<file path="src/inc/pkt_fifo_pkg.sv">
// shared constants and types for the packet buffer and its host controller
package pkt_fifo_pkg;
    // buffer geometry
    localparam int DEPTH = 64;
    localparam logic [6:0] FULL_COUNT = 7'h40;
    // link register addresses seen by the host over the serial link
    localparam logic [6:0] ADDR_DATA = 7'h00;
    localparam logic [6:0] ADDR_MODE = 7'h01;
    localparam logic [6:0] ADDR_FLAGS = 7'h02;
    localparam logic [6:0] ADDR_THRESH = 7'h03;
    localparam logic [6:0] ADDR_PATCFG = 7'h04;
    localparam logic [6:0] ADDR_PATBYTE0 = 7'h05;
    localparam logic [6:0] PAT_BYTES = 7'h08;
    // chip modes
    localparam logic [1:0] MODE_SLEEP = 2'h0;
    localparam logic [1:0] MODE_STBY = 2'h1;
    localparam logic [1:0] MODE_TX = 2'h2;
    localparam logic [1:0] MODE_RX = 2'h3;
    // flag register bit positions; PAT_EN_BIT is a bit of the pattern config register
    localparam int FLG_VACANT = 0;
    localparam int FLG_BRIM = 1;
    localparam int FLG_LEVEL = 2;
    localparam int FLG_OVERFLOW = 3;
    localparam int FLG_SENT = 4;
    localparam int FLG_MATCH = 5;
    localparam int FLG_SETTLED = 6;
    localparam int PAT_EN_BIT = 7;
    // values after reset
    localparam logic [1:0] MODE_RST = 2'h1;
    localparam logic [5:0] THRESH_RST = 6'h0F;
    localparam logic [7:0] PATCFG_RST = 8'h83;
    localparam logic [63:0] PAT_RST = 64'hAAAA_AAAA_AAAA_AAAA;
    // serial frame: one command byte then one data byte
    localparam logic [4:0] CMD_LAST_BIT = 5'h07;
    localparam logic [4:0] FRAME_LAST_BIT = 5'h0F;
    localparam logic [4:0] FRAME_BITS = 5'h10;
    // link clock made by the host
    localparam int CLK_PERIOD_NS = 5;
    localparam int SCK_PERIOD_NS = 125;
    localparam logic [4:0] SCK_HALF = 5'(SCK_PERIOD_NS / (2 * CLK_PERIOD_NS));
    // host Avalon offsets
    localparam logic [1:0] AV_CMD = 2'h0;
    localparam logic [1:0] AV_STATUS = 2'h1;
    // serialiser states
    typedef enum logic [4:0] {
        SER_IDLE = 5'b00001,
        SER_SYNC = 5'b00010,
        SER_DATA = 5'b00100,
        SER_TAIL = 5'b01000,
        SER_DONE = 5'b10000
    } ser_t;
    // host link states
    typedef enum logic [2:0] {
        H_IDLE = 3'b001,
        H_XFER = 3'b010,
        H_GAP = 3'b100
    } hst_t;
endpackage

</file>
<file path="src/inc/pkt_link_if.sv">
// serial link and status pins between host controller and packet buffer
`timescale 1ns/10ps
interface pkt_link_if;
    logic nssN;
    logic sck;
    logic mosi;
    logic miso;
    logic vacant;
    logic brim;
    logic level;
    logic sent;
    logic match;
    logic settled;
    modport device (
        input nssN, sck, mosi,
        output miso, vacant, brim, level, sent, match, settled
    );
    modport host (
        output nssN, sck, mosi,
        input miso, vacant, brim, level, sent, match, settled
    );
endinterface

</file>
<file path="src/rtl/pkt_fifo_device.sv">
// packet buffer end: link slave, 64-byte buffer, serialiser and pattern recogniser
//
// The Avalon-MM register port and the register offsets are this design's own decisions.
`timescale 1ns/10ps
module pkt_fifo_device #(
    parameter int BIT_DIV = 4000
) (
    input wire logic clock,
    input wire logic nrst,
    pkt_link_if.device lnk,
    input wire logic rxBit,
    input wire logic rxStrobe,
    output logic txData,
    output logic frameSent,
    output logic matchFlag,
    output logic [1:0] chipMode
);
    import pkt_fifo_pkg::*;

    typedef struct packed {
        logic [2:0] nssS;
        logic [2:0] sckS;
        logic [2:0] mosiS;
        logic [4:0] bitCnt;
        logic [7:0] cmd;
        logic [7:0] inSh;
        logic [7:0] outSh;
        logic [DEPTH-1:0][7:0] mem;
        logic [5:0] rdPtr;
        logic [5:0] wrPtr;
        logic [6:0] count;
        logic vacant;
        logic brim;
        logic level;
        logic levelHold;
        logic overflow;
        logic sent;
        logic match;
        logic settled;
        logic [1:0] mode;
        logic [5:0] thresh;
        logic [7:0] patCfg;
        logic [7:0][7:0] pat;
        ser_t ser;
        logic [7:0] txSh;
        logic [2:0] txBit;
        logic [2:0] syncIdx;
        logic txData;
        logic [15:0] divCnt;
        logic [63:0] win;
        logic [7:0] rxSh;
        logic [2:0] rxCnt;
        logic rxLock;
    } dev_t;

    dev_t s_r, s_nxt;
    logic sckRise, sckFall, nssFall, selected, bitTick, hit;
    logic [63:0] patMask, winN;
    logic [6:0] patShift;
    logic [7:0] wd;

    ////////////////////////////////////////////////////////////////////////////
    // edges of the synchronised link pins; stage 0 is read by stage 1 only
    assign sckRise = s_r.sckS[1] & ~s_r.sckS[2];
    assign sckFall = ~s_r.sckS[1] & s_r.sckS[2];
    assign nssFall = ~s_r.nssS[1] & s_r.nssS[2];
    assign selected = ~s_r.nssS[1];
    assign wd = {s_r.inSh[6:0], s_r.mosiS[1]};
    assign bitTick = (s_r.divCnt == 16'(BIT_DIV - 1));

    // pattern window: newest bit at bit 0, first pattern byte highest
    assign winN = {s_r.win[62:0], rxBit};
    assign patShift = 7'h38 - 7'({s_r.patCfg[2:0], 3'h0});
    assign patMask = ~64'h0 >> patShift;
    assign hit = ((winN ^ (s_r.pat >> patShift)) & patMask) == 64'h0;

    ////////////////////////////////////////////////////////////////////////////
    // next-state logic
    always_comb begin
        logic push;
        logic pop;
        logic flush;
        logic matchSet;
        logic doPush;
        logic doPop;
        logic [7:0] pushByte;
        logic [7:0] rdVal;
        logic [1:0] newMode;
        logic [2:0] pIdx;
        logic [6:0] cnt;
        push = 1'b0;
        pop = 1'b0;
        flush = 1'b0;
        matchSet = 1'b0;
        pushByte = 8'h00;
        newMode = s_r.mode;
        pIdx = 3'(s_r.cmd[6:0] - ADDR_PATBYTE0);
        s_nxt = s_r;
        s_nxt.nssS = {s_r.nssS[1:0], lnk.nssN};
        s_nxt.sckS = {s_r.sckS[1:0], lnk.sck};
        s_nxt.mosiS = {s_r.mosiS[1:0], lnk.mosi};
        s_nxt.divCnt = bitTick ? 16'h0 : s_r.divCnt + 16'h1;

        // read value for the addressed register
        case (s_r.cmd[6:0])
            ADDR_DATA: rdVal = s_r.mem[s_r.rdPtr];
            ADDR_MODE: rdVal = {6'h0, s_r.mode};
            ADDR_FLAGS: rdVal = {1'b0, s_r.settled, s_r.match, s_r.sent, s_r.overflow,
                s_r.level, s_r.brim, s_r.vacant};
            ADDR_THRESH: rdVal = {2'h0, s_r.thresh};
            ADDR_PATCFG: rdVal = s_r.patCfg;
            default: rdVal = (s_r.cmd[6:0] - ADDR_PATBYTE0 < PAT_BYTES) ? s_r.pat[3'h7 - pIdx]
                : 8'h00;
        endcase

        // link slave: command byte, then data byte in or out
        if (!selected) begin
            s_nxt.bitCnt = 5'h0;
        end else if (sckRise) begin
            s_nxt.inSh = wd;
            s_nxt.bitCnt = s_r.bitCnt + 5'h1;
            if (s_r.bitCnt == CMD_LAST_BIT) begin
                s_nxt.cmd = wd;
            end
            if (s_r.bitCnt == FRAME_LAST_BIT && s_r.cmd[7]) begin
                case (s_r.cmd[6:0])
                    ADDR_DATA: begin
                        push = (s_r.mode != MODE_RX);
                        pushByte = wd;
                    end
                    ADDR_MODE: newMode = wd[1:0];
                    ADDR_FLAGS: begin
                        if (wd[FLG_OVERFLOW]) begin
                            s_nxt.overflow = 1'b0;
                            flush = 1'b1;
                        end
                    end
                    ADDR_THRESH: s_nxt.thresh = wd[5:0];
                    ADDR_PATCFG: s_nxt.patCfg = wd;
                    default: begin
                        if (s_r.cmd[6:0] - ADDR_PATBYTE0 < PAT_BYTES) begin
                            s_nxt.pat[3'h7 - pIdx] = wd;
                        end
                    end
                endcase
            end
        end
        if (selected && sckFall) begin
            if (s_r.bitCnt == FRAME_BITS - 5'h8 && !s_r.cmd[7]) begin
                s_nxt.outSh = rdVal;
                // a transmit in progress owns the read side of the buffer
                pop = (s_r.cmd[6:0] == ADDR_DATA) && (s_r.mode != MODE_TX);
            end else begin
                s_nxt.outSh = {s_r.outSh[6:0], 1'b0};
            end
        end

        // mode change: flush or keep, restart serialiser and recogniser
        if (newMode != s_r.mode) begin
            s_nxt.mode = newMode;
            flush = (newMode == MODE_RX && !s_r.mode[1]) || (s_r.mode == MODE_RX
                && newMode == MODE_TX) || (s_r.mode == MODE_TX);
            s_nxt.settled = !(s_r.mode == MODE_TX && newMode == MODE_SLEEP);
            s_nxt.ser = SER_IDLE;
            s_nxt.rxLock = 1'b0;
            s_nxt.rxCnt = 3'h0;
            if (s_r.mode == MODE_RX) begin
                s_nxt.match = 1'b0;
            end
            if (newMode == MODE_TX) begin
                s_nxt.sent = 1'b0;
                s_nxt.txBit = 3'h0;
                s_nxt.syncIdx = 3'h0;
                if (s_r.patCfg[PAT_EN_BIT]) begin
                    s_nxt.ser = SER_SYNC;
                    s_nxt.txSh = s_r.pat[7];
                end else if (s_r.count != 7'h0) begin
                    s_nxt.ser = SER_DATA;
                    s_nxt.txSh = s_r.mem[s_r.rdPtr];
                    pop = 1'b1;
                end else begin
                    s_nxt.ser = SER_TAIL;
                end
            end
        end else if (!s_r.settled && bitTick) begin
            s_nxt.settled = 1'b1; // the bit on the air is finished
        end

        // serialiser, one bit per bit-rate tick
        if (bitTick && (s_r.ser == SER_SYNC || s_r.ser == SER_DATA)) begin
            s_nxt.txData = s_r.txSh[7];
            s_nxt.txSh = {s_r.txSh[6:0], 1'b0};
            s_nxt.txBit = s_r.txBit + 3'h1;
            if (s_r.txBit == 3'h7) begin
                if (s_r.ser == SER_SYNC && s_r.syncIdx != s_r.patCfg[2:0]) begin
                    s_nxt.syncIdx = s_r.syncIdx + 3'h1;
                    s_nxt.txSh = s_r.pat[3'h6 - s_r.syncIdx];
                end else if (s_r.count != 7'h0) begin
                    s_nxt.ser = SER_DATA;
                    s_nxt.txSh = s_r.mem[s_r.rdPtr];
                    pop = 1'b1;
                end else begin
                    s_nxt.ser = SER_TAIL;
                end
            end
        end else if (bitTick && s_r.ser == SER_TAIL) begin
            s_nxt.ser = SER_DONE;
            s_nxt.sent = 1'b1;
            s_nxt.txData = 1'b0;
        end

        // receiver: hunt for the pattern, then gather bytes
        if (s_r.mode == MODE_RX && rxStrobe) begin
            s_nxt.win = winN;
            if (s_r.rxLock || !s_r.patCfg[PAT_EN_BIT]) begin
                s_nxt.rxSh = {s_r.rxSh[6:0], rxBit};
                s_nxt.rxCnt = s_r.rxCnt + 3'h1;
                if (s_r.rxCnt == 3'h7) begin
                    push = 1'b1;
                    pushByte = {s_r.rxSh[6:0], rxBit};
                end
            end else if (hit) begin
                s_nxt.rxLock = 1'b1;
                s_nxt.match = 1'b1;
                matchSet = 1'b1;
                s_nxt.rxCnt = 3'h0;
            end
        end

        // buffer bookkeeping; a set of match wins over its clear, a clear of overflow wins over its set
        doPush = push && (s_r.count != FULL_COUNT) && !flush;
        doPop = pop && (s_r.count != 7'h0) && !flush;
        if (push && s_r.count == FULL_COUNT && !flush) begin
            s_nxt.overflow = 1'b1;
        end
        if (doPush) begin
            s_nxt.mem[s_r.wrPtr] = pushByte;
            s_nxt.wrPtr = s_r.wrPtr + 6'h1;
        end
        if (doPop) begin
            s_nxt.rdPtr = s_r.rdPtr + 6'h1;
        end
        cnt = s_r.count + {6'h0, doPush} - {6'h0, doPop};
        if (flush) begin
            s_nxt.rdPtr = 6'h0;
            s_nxt.wrPtr = 6'h0;
            cnt = 7'h0;
            s_nxt.level = 1'b0;
            s_nxt.levelHold = 1'b0;
        end else if (doPush || doPop) begin
            if (cnt == FULL_COUNT) begin
                s_nxt.levelHold = 1'b1;
            end else if (cnt == 7'h0) begin
                s_nxt.levelHold = 1'b0;
            end
            if (!s_nxt.levelHold) begin
                s_nxt.level = cnt > {1'b0, s_r.thresh};
            end
        end
        if ((flush || doPop) && cnt == 7'h0 && !matchSet) begin
            s_nxt.match = 1'b0;
        end
        s_nxt.count = cnt;
        s_nxt.brim = (cnt == FULL_COUNT);
        // vacant only moves outside a frame or as a frame opens
        if (!selected || nssFall) begin
            s_nxt.vacant = (cnt == 7'h0);
        end
    end

    ////////////////////////////////////////////////////////////////////////////
    // state register
    always_ff @(posedge clock or negedge nrst) begin
        if (!nrst) begin
            s_r <= '0;
            s_r.nssS <= 3'h7;
            s_r.vacant <= 1'b1;
            s_r.settled <= 1'b1;
            s_r.mode <= MODE_RST;
            s_r.thresh <= THRESH_RST;
            s_r.patCfg <= PATCFG_RST;
            s_r.pat <= PAT_RST;
            s_r.ser <= SER_IDLE;
        end else begin
            s_r <= s_nxt;
        end
    end

    // outputs straight from the state register
    assign lnk.miso = s_r.outSh[7];
    assign lnk.vacant = s_r.vacant;
    assign lnk.brim = s_r.brim;
    assign lnk.level = s_r.level;
    assign lnk.sent = s_r.sent;
    assign lnk.match = s_r.match;
    assign lnk.settled = s_r.settled;
    assign txData = s_r.txData;
    assign frameSent = s_r.sent;
    assign matchFlag = s_r.match;
    assign chipMode = s_r.mode;
endmodule // pkt_fifo_device

</file>
<file path="src/flat_wrapper.sv">
// flat-port wrapper written by rule: the top's interface ports become plain ports
module pkt_fifo_device_flat import pkt_fifo_pkg::*;
#(
    parameter int BIT_DIV = 4000
)
  (clock, nrst, rxBit, rxStrobe, txData, frameSent, matchFlag, chipMode, lnk_nssN, lnk_sck, lnk_mosi, lnk_miso, lnk_vacant, lnk_brim, lnk_level, lnk_sent, lnk_match, lnk_settled);
  pkt_link_if lnk_i ();
  input wire logic clock;
  input wire logic nrst;
  input wire logic rxBit;
  input wire logic rxStrobe;
  output logic txData;
  output logic frameSent;
  output logic matchFlag;
  output logic [1:0] chipMode;
  input wire logic [$bits(lnk_i.nssN)-1:0] lnk_nssN;
  input wire logic [$bits(lnk_i.sck)-1:0] lnk_sck;
  input wire logic [$bits(lnk_i.mosi)-1:0] lnk_mosi;
  output wire logic [$bits(lnk_i.miso)-1:0] lnk_miso;
  output wire logic [$bits(lnk_i.vacant)-1:0] lnk_vacant;
  output wire logic [$bits(lnk_i.brim)-1:0] lnk_brim;
  output wire logic [$bits(lnk_i.level)-1:0] lnk_level;
  output wire logic [$bits(lnk_i.sent)-1:0] lnk_sent;
  output wire logic [$bits(lnk_i.match)-1:0] lnk_match;
  output wire logic [$bits(lnk_i.settled)-1:0] lnk_settled;
  assign lnk_i.nssN = lnk_nssN;
  assign lnk_i.sck = lnk_sck;
  assign lnk_i.mosi = lnk_mosi;
  assign lnk_miso = lnk_i.miso;
  assign lnk_vacant = lnk_i.vacant;
  assign lnk_brim = lnk_i.brim;
  assign lnk_level = lnk_i.level;
  assign lnk_sent = lnk_i.sent;
  assign lnk_match = lnk_i.match;
  assign lnk_settled = lnk_i.settled;
  pkt_fifo_device #(.BIT_DIV(BIT_DIV)) u_core (.clock(clock), .nrst(nrst), .lnk(lnk_i), .rxBit(rxBit), .rxStrobe(rxStrobe), .txData(txData), .frameSent(frameSent), .matchFlag(matchFlag), .chipMode(chipMode));
endmodule
</file>
<file path="config.mk">
export PLATFORM = sky130hd
export DESIGN_NAME = pkt_fifo_device_flat
export DESIGN_NICKNAME = d
export VERILOG_FILES = /design/src/inc/pkt_fifo_pkg.sv /design/src/inc/pkt_link_if.sv /design/src/rtl/pkt_fifo_device.sv /design/src/flat_wrapper.sv
export SDC_FILE = /design/constraint.sdc
export NUM_CORES = 2
export LEC_CHECK = 0
export BUFFER_PORTS_ARGS = -buffer_cell sky130_fd_sc_hd__buf_2
export CAP_MARGIN = 0
export CORE_MARGIN = 3
export CORE_UTILIZATION = 50
export DETAILED_ROUTE_END_ITERATION = 10
export PLACE_DENSITY = 0.76
export REMOVE_ABC_BUFFERS = 1
export SKIP_CTS_REPAIR_TIMING = 1
export SLEW_MARGIN = 20
export SYNTH_ARGS = -nofsm -noshare
export SYNTH_HDL_FRONTEND = slang
export SYNTH_SLANG_ARGS = --single-unit
</file>
<file path="constraint.sdc">
create_clock -name clock -period 10.85 [get_ports clock]
set_clock_uncertainty 0.15 [all_clocks]
set_input_delay 2.7125 -clock clock [delete_from_list [all_inputs] [get_ports clock]]
set_output_delay 2.7125 -clock clock [all_outputs]
set_load 0.005 [all_outputs]
</file>
* Word level (Yosys, flattened, before mapping)
Cells that the tools add are included.
Cells by class: equality and inequality tests 27, shift-type cells 2, add/sub/neg operators 13, order comparisons 8, reduce and logical (&&, ||, !) cells 66, bitwise operators 9, muxes and demuxes 105
Operator list (count):
- $bwmux 512 | 1
- $mux 8 | 18
- $and 64x64->64 | 1
- $bwmux 64 | 1
- $logic_not 64->1 | 1
- $shr 64x7->64 | 1
- $shr 64x7->64 const A | 1
- $xor 64x64->64 | 1
- $mux 1 | 50
- $bmux 8 s3 | 2
- $bmux 8 s6 | 1
- $demux 8 s6 | 1
- $pmux 8 s5 | 1
- $mux 19 | 2
- $mux 13 | 2
- $demux 8 s3 | 1
- $reduce_bool 2->1 | 12
- $logic_and 1x1->1 | 22
- $eq 7x7->1 const B | 3
- $logic_not 7->1 | 3
- $mux 21 | 1
- $mux 5 | 4
- $add 16x1->16 const B | 1
- $eq 16x12->1 const B | 1
- 47 further kinds | 98
Storage, ports and cells: logic and storage cells 333, input port bits 7, output and inout bits 12, register bits after elaboration 766

* Longest topological paths before layout
depth in word-level cells 23, gate-level depth with buffers 25, gate-level depth less buffers 21

* Least setup slack after synthesis
OpenSTA, ideal clock, no wires.
path kind input-to-reg, from in rxStrobe, to reg u_core.s_r, in the netlist u_core.lnk.level, slack 4.669 ns, stages 17, setup time 0.130 ns, buffers on the path 1, data required time 10.570 ns, data arrival time 5.900 ns, cells stage by stage nand3_2 > nor3b_2 > a31oi_1 > nand2b_1 > buf_2 > nor2_1 > ha_1 > a21o_1 > a21o_1 > a21oi_1 > o311ai_0 > inv_1 > ha_1 > and3_1 > a221o_1 > a21oi_1 > o41ai_1
On the way: longest elaborated chain between the ends 13
Ends and longest elaborated chain:
- from (decl) | RTL line flat_wrapper.sv:11 | input wire logic rxStrobe;
- $logic_and 1x1->1 (*) | RTL line pkt_fifo_device.sv:213 | if (s_r.mode == MODE_RX && rxStrobe) begin
- $mux 1 (*) | RTL line pkt_fifo_device.sv:213
- $logic_and 1x1->1 (*) (2 in a row) | RTL line pkt_fifo_device.sv:231 | doPush = push && (s_r.count != FULL_COUNT) && !flush;
- $add 7x1->7 | RTL line pkt_fifo_device.sv:243 | cnt = s_r.count + {6'h0, doPush} - {6'h0, doPop};
- $sub 7x1->7 | RTL line pkt_fifo_device.sv:243
- $logic_not 7->1 | RTL line pkt_fifo_device.sv:253 | end else if (cnt == 7'h0) begin
- $mux 1 | RTL line pkt_fifo_device.sv:253
- $mux 1 | RTL line pkt_fifo_device.sv:251 | if (cnt == FULL_COUNT) begin
- $mux 1 | RTL line pkt_fifo_device.sv:250 | end else if (doPush || doPop) begin
- $mux 1 | RTL line pkt_fifo_device.sv:244 | if (flush) begin
- $ne 2x1->1 (no source line)
- $reduce_and 2->1 (no source line)
- to (signal assigned) | RTL line pkt_fifo_device.sv:285 | s_r <= s_nxt;
- to (decl) | RTL line pkt_fifo_device.sv:56 | dev_t s_r, s_nxt;
Every way passes the cells marked *; elsewhere a longest branch is shown, timed or not. The select of a mux whose other input is x is not followed. A chain may end at the register's enable or synchronous reset.

* Final worst setup path
Same ends and word-level chain as after synthesis.

==> out/metrics.yaml <==
core_area_sq_mm: 0.0776
finalPower_mw: 6.18
grt_use_total: 0.260
diodes: 0
path_max_fanout: 72
r2r_end: "u_core.lnk.level"
clock-sinks: 765
grt_first_pass_wirelength_um: 165000
p_int_mw: 4.75
status: "completed"
areaGrowthSynthToFinish_pct: 10.1
critical_path.max_stage_delay_ps: 770
clk_pin_slew_ps: 50
multiInputGateArea_sq_mm: 0.0190
dieWidth_um: 286
pre_cts_slack_ps: 2890
cts.path.max_buffers: 3
relSlewSlack: 0.152
path_class: "input port to flip-flop"
drive_gt1_frac: 0.387
clk_latency_ps: 660
async_reset_ff_frac: 1.00
synth_top_area_cell: "dfrtp_1"
setup.worst_path.start_class: "input port"
via_count: 26200
regArea_sq_mm: 0.0192
arrival_ps: 7500
die-area_sq_mm: 0.0820
slowest_stage: "nor3b_4"
wire_per_inst_um: 26.4
drt_pass1_iterations: 8
grt-ovfl-total: 0
num_rows: 102
setup_violations: 0
hold_end: "u_core.s_nxt[762]"
cts_tree: "yes"
synth_top_area_share: 0.458
power_frac_clock: 0.495
antenna_found_initial: 1
grt_pass1_vias: 27300
slew_viol_final: 0
worst_hold_path.num_cells: 0
gp_congestion: 0.951
switching_power_mw: 1.43
yosysWarnings: 0
cts_root_buf: "clkbuf_16"
power_density_mw_per_mm2: 143
rrSetupSlack_ps: 4650
reg2reg_from: "u_core.s_r[747]"
min_path_type: "flip-flop to flip-flop"
path_cells: "buf_2 > nand3_4 > buf_4 > nor3b_4 > a31oi_1 > nand2b_1 > nor2_1 > ha_1 > a21o_1 > a21o_1 > a21oi_1 > o311ai_0 > inv_1 > ha_1 > and3_1 > a221o_1 > a21oi_1 > o41ai_1"
mostFrequentLayoutCell: "dfrtp_1"
synth_cell_types: 90
final.setup.worst_slack_ps: 3680
synthCells: 2974
final_hold_viol_count: 0
required_ps: 11180
cts_buffers: 85
pin_count: 19
fillerInstances: 6070
cp-end-kind: "flip-flop"
p_comb_frac: 0.028
worst_slew_pin_slew_ps: 1260
synth_area_leaders: "dfrtp_1 (46%), mux2_2 (17%), mux4_2 (12%)"
nets: 2942
initial_core_util: 0.506
dieHeight_um: 286
drt_iter0_markers: 2570
fin_crit_ps: 7170
dp_hpwl_um: 67700
grt_max_degree: 186
hp-start: "u_core.s_nxt[761]"
synth-edff-count: 0
synthFlopType: "dfrtp_1"
fmaxAchievable_mhz: 139
period_share: 0.661
finalWirelength_um: 106000
post-route-drc-count: 0
numPortBuffers: 18
max-cap-violations: 0
ant_nets: 0
tns_ps: 0
worstRegToRegCells: 21
leakage_nw: 19.4
ys_seq_area_frac: 0.489
ys_ff_latch: 765
ir_drop_mv: 0.115
layout_common_cells: "dfrtp_1 (715), mux2_2 (605), nand2_1 (221)"
swShare: 0.231
synth.cell_area_sq_mm: 0.0393
rsz0062_at_grt: "no"
sequentialPowerShare: 0.477
htreeDepth: 3
syn_area_per_cell_sq_um: 13.2
vias_per_cell: 6.52
state kept, by name (all words and copies together) (netlist names):
| name | count |
|---|---|
| u_core.lnk.settled | 1 |
| u_core.txData | 1 |
| u_core.chipMode | 2 |
| u_core.lnk.level | 1 |
| u_core.lnk.vacant | 1 |
| u_core.s_nxt | 6 |
| u_core.lnk.match | 1 |
| u_core.lnk.miso | 1 |
| u_core.lnk.brim | 1 |
| u_core.frameSent | 1 |
| u_core.s_r | 749 |
cell families after synthesis:
| kind of cell | after synthesis | synth area share |
|---|---|---|
| xor gates and xnor gates | 96 | 0.0214 |
| and+or+nand+nor | 590 | 0.0790 |
| DFF | 765 | 0.489 |
| muxes | 891 | 0.315 |
| buffers and inverters | 261 | 0.0283 |
| adders and majority gates | 32 | 0.0104 |
| AOI/OAI and AO/OA | 339 | 0.0567 |
how the worst max path moves through the flow:
stage          startpoint               end  cells past startpoint
5_1_grt          rxStrobe  u_core.lnk.level                     18
3_3_place_gp     rxStrobe  u_core.lnk.level                     18
2_1_floorplan    rxStrobe  u_core.lnk.level                     16
6_report         rxStrobe  u_core.lnk.level                     18
3_5_place_dp     rxStrobe  u_core.lnk.level                     18
4_1_cts          rxStrobe  u_core.lnk.level                     18
metal layers:
metal  part of all wire  up-vias  track usage
met5                  0        -            0
met4              0.044        0        0.108
met3              0.093      328       0.0630
met2               0.47     1319        0.417
met1               0.39    13600        0.342
li1                   -    10900            -
cell usage after synthesis (20+ instances only):
cell	count
buf_2	59
mux2_2	605
ha_1	31
mux4_2	216
nand3_1	51
nand2_1	221
dfrtp_1	719
nor2_1	88
dfstp_2	46
mux2i_1	64
and3_1	20
a21oi_1	52
inv_1	41
o21ai_0	128
nor3_1	20
clkbuf_1	127
xor2_1	48
xnor2_1	48
nor2b_1	25
final cells by class:
class                   instances  share of cell area
flip-flops and latches        765               0.445
multi-input cells            1948               0.441
clock buffers                 121              0.0570
well taps                    1040              0.0301
clock inverters                36              0.0129
repair buffers                 61              0.0113
inverters                      42             0.00365
through the flow:
stage | util | std cells | area (sq um) | hold WS (ps)
CTS | 0.556 | 4010 | 43100 | 199
finish | 0.557 | 4013 | 43200 | 197
global placement | 0.517 | 3853 | 40100 | 186
detailed placement | 0.517 | 3853 | 40100 | 186
floorplan | - | 2755 | 38300 | 181
global route | 0.557 | 4013 | 43200 | 215
power by group through the flow:
stage                     Combinational (mW)  Clock (mW)  Sequential (mW)
after floorplan                       0.0845           0             2.96
after detailed placement               0.176           0             2.99
after CTS                              0.177        3.09             2.94
final                                  0.174        3.06             2.95
after global placement                 0.171           0             2.99
after global routing                   0.198        3.22             2.95
worst max-delay path, delay by kind of cell:
family | cells | cell delay (ps)
compound gates | 8 | 1910
buf+inv | 3 | 600
fa+ha+maj | 2 | 530
simple gates | 5 | 1650
Note: power is estimated with default switching activity, not from simulation.
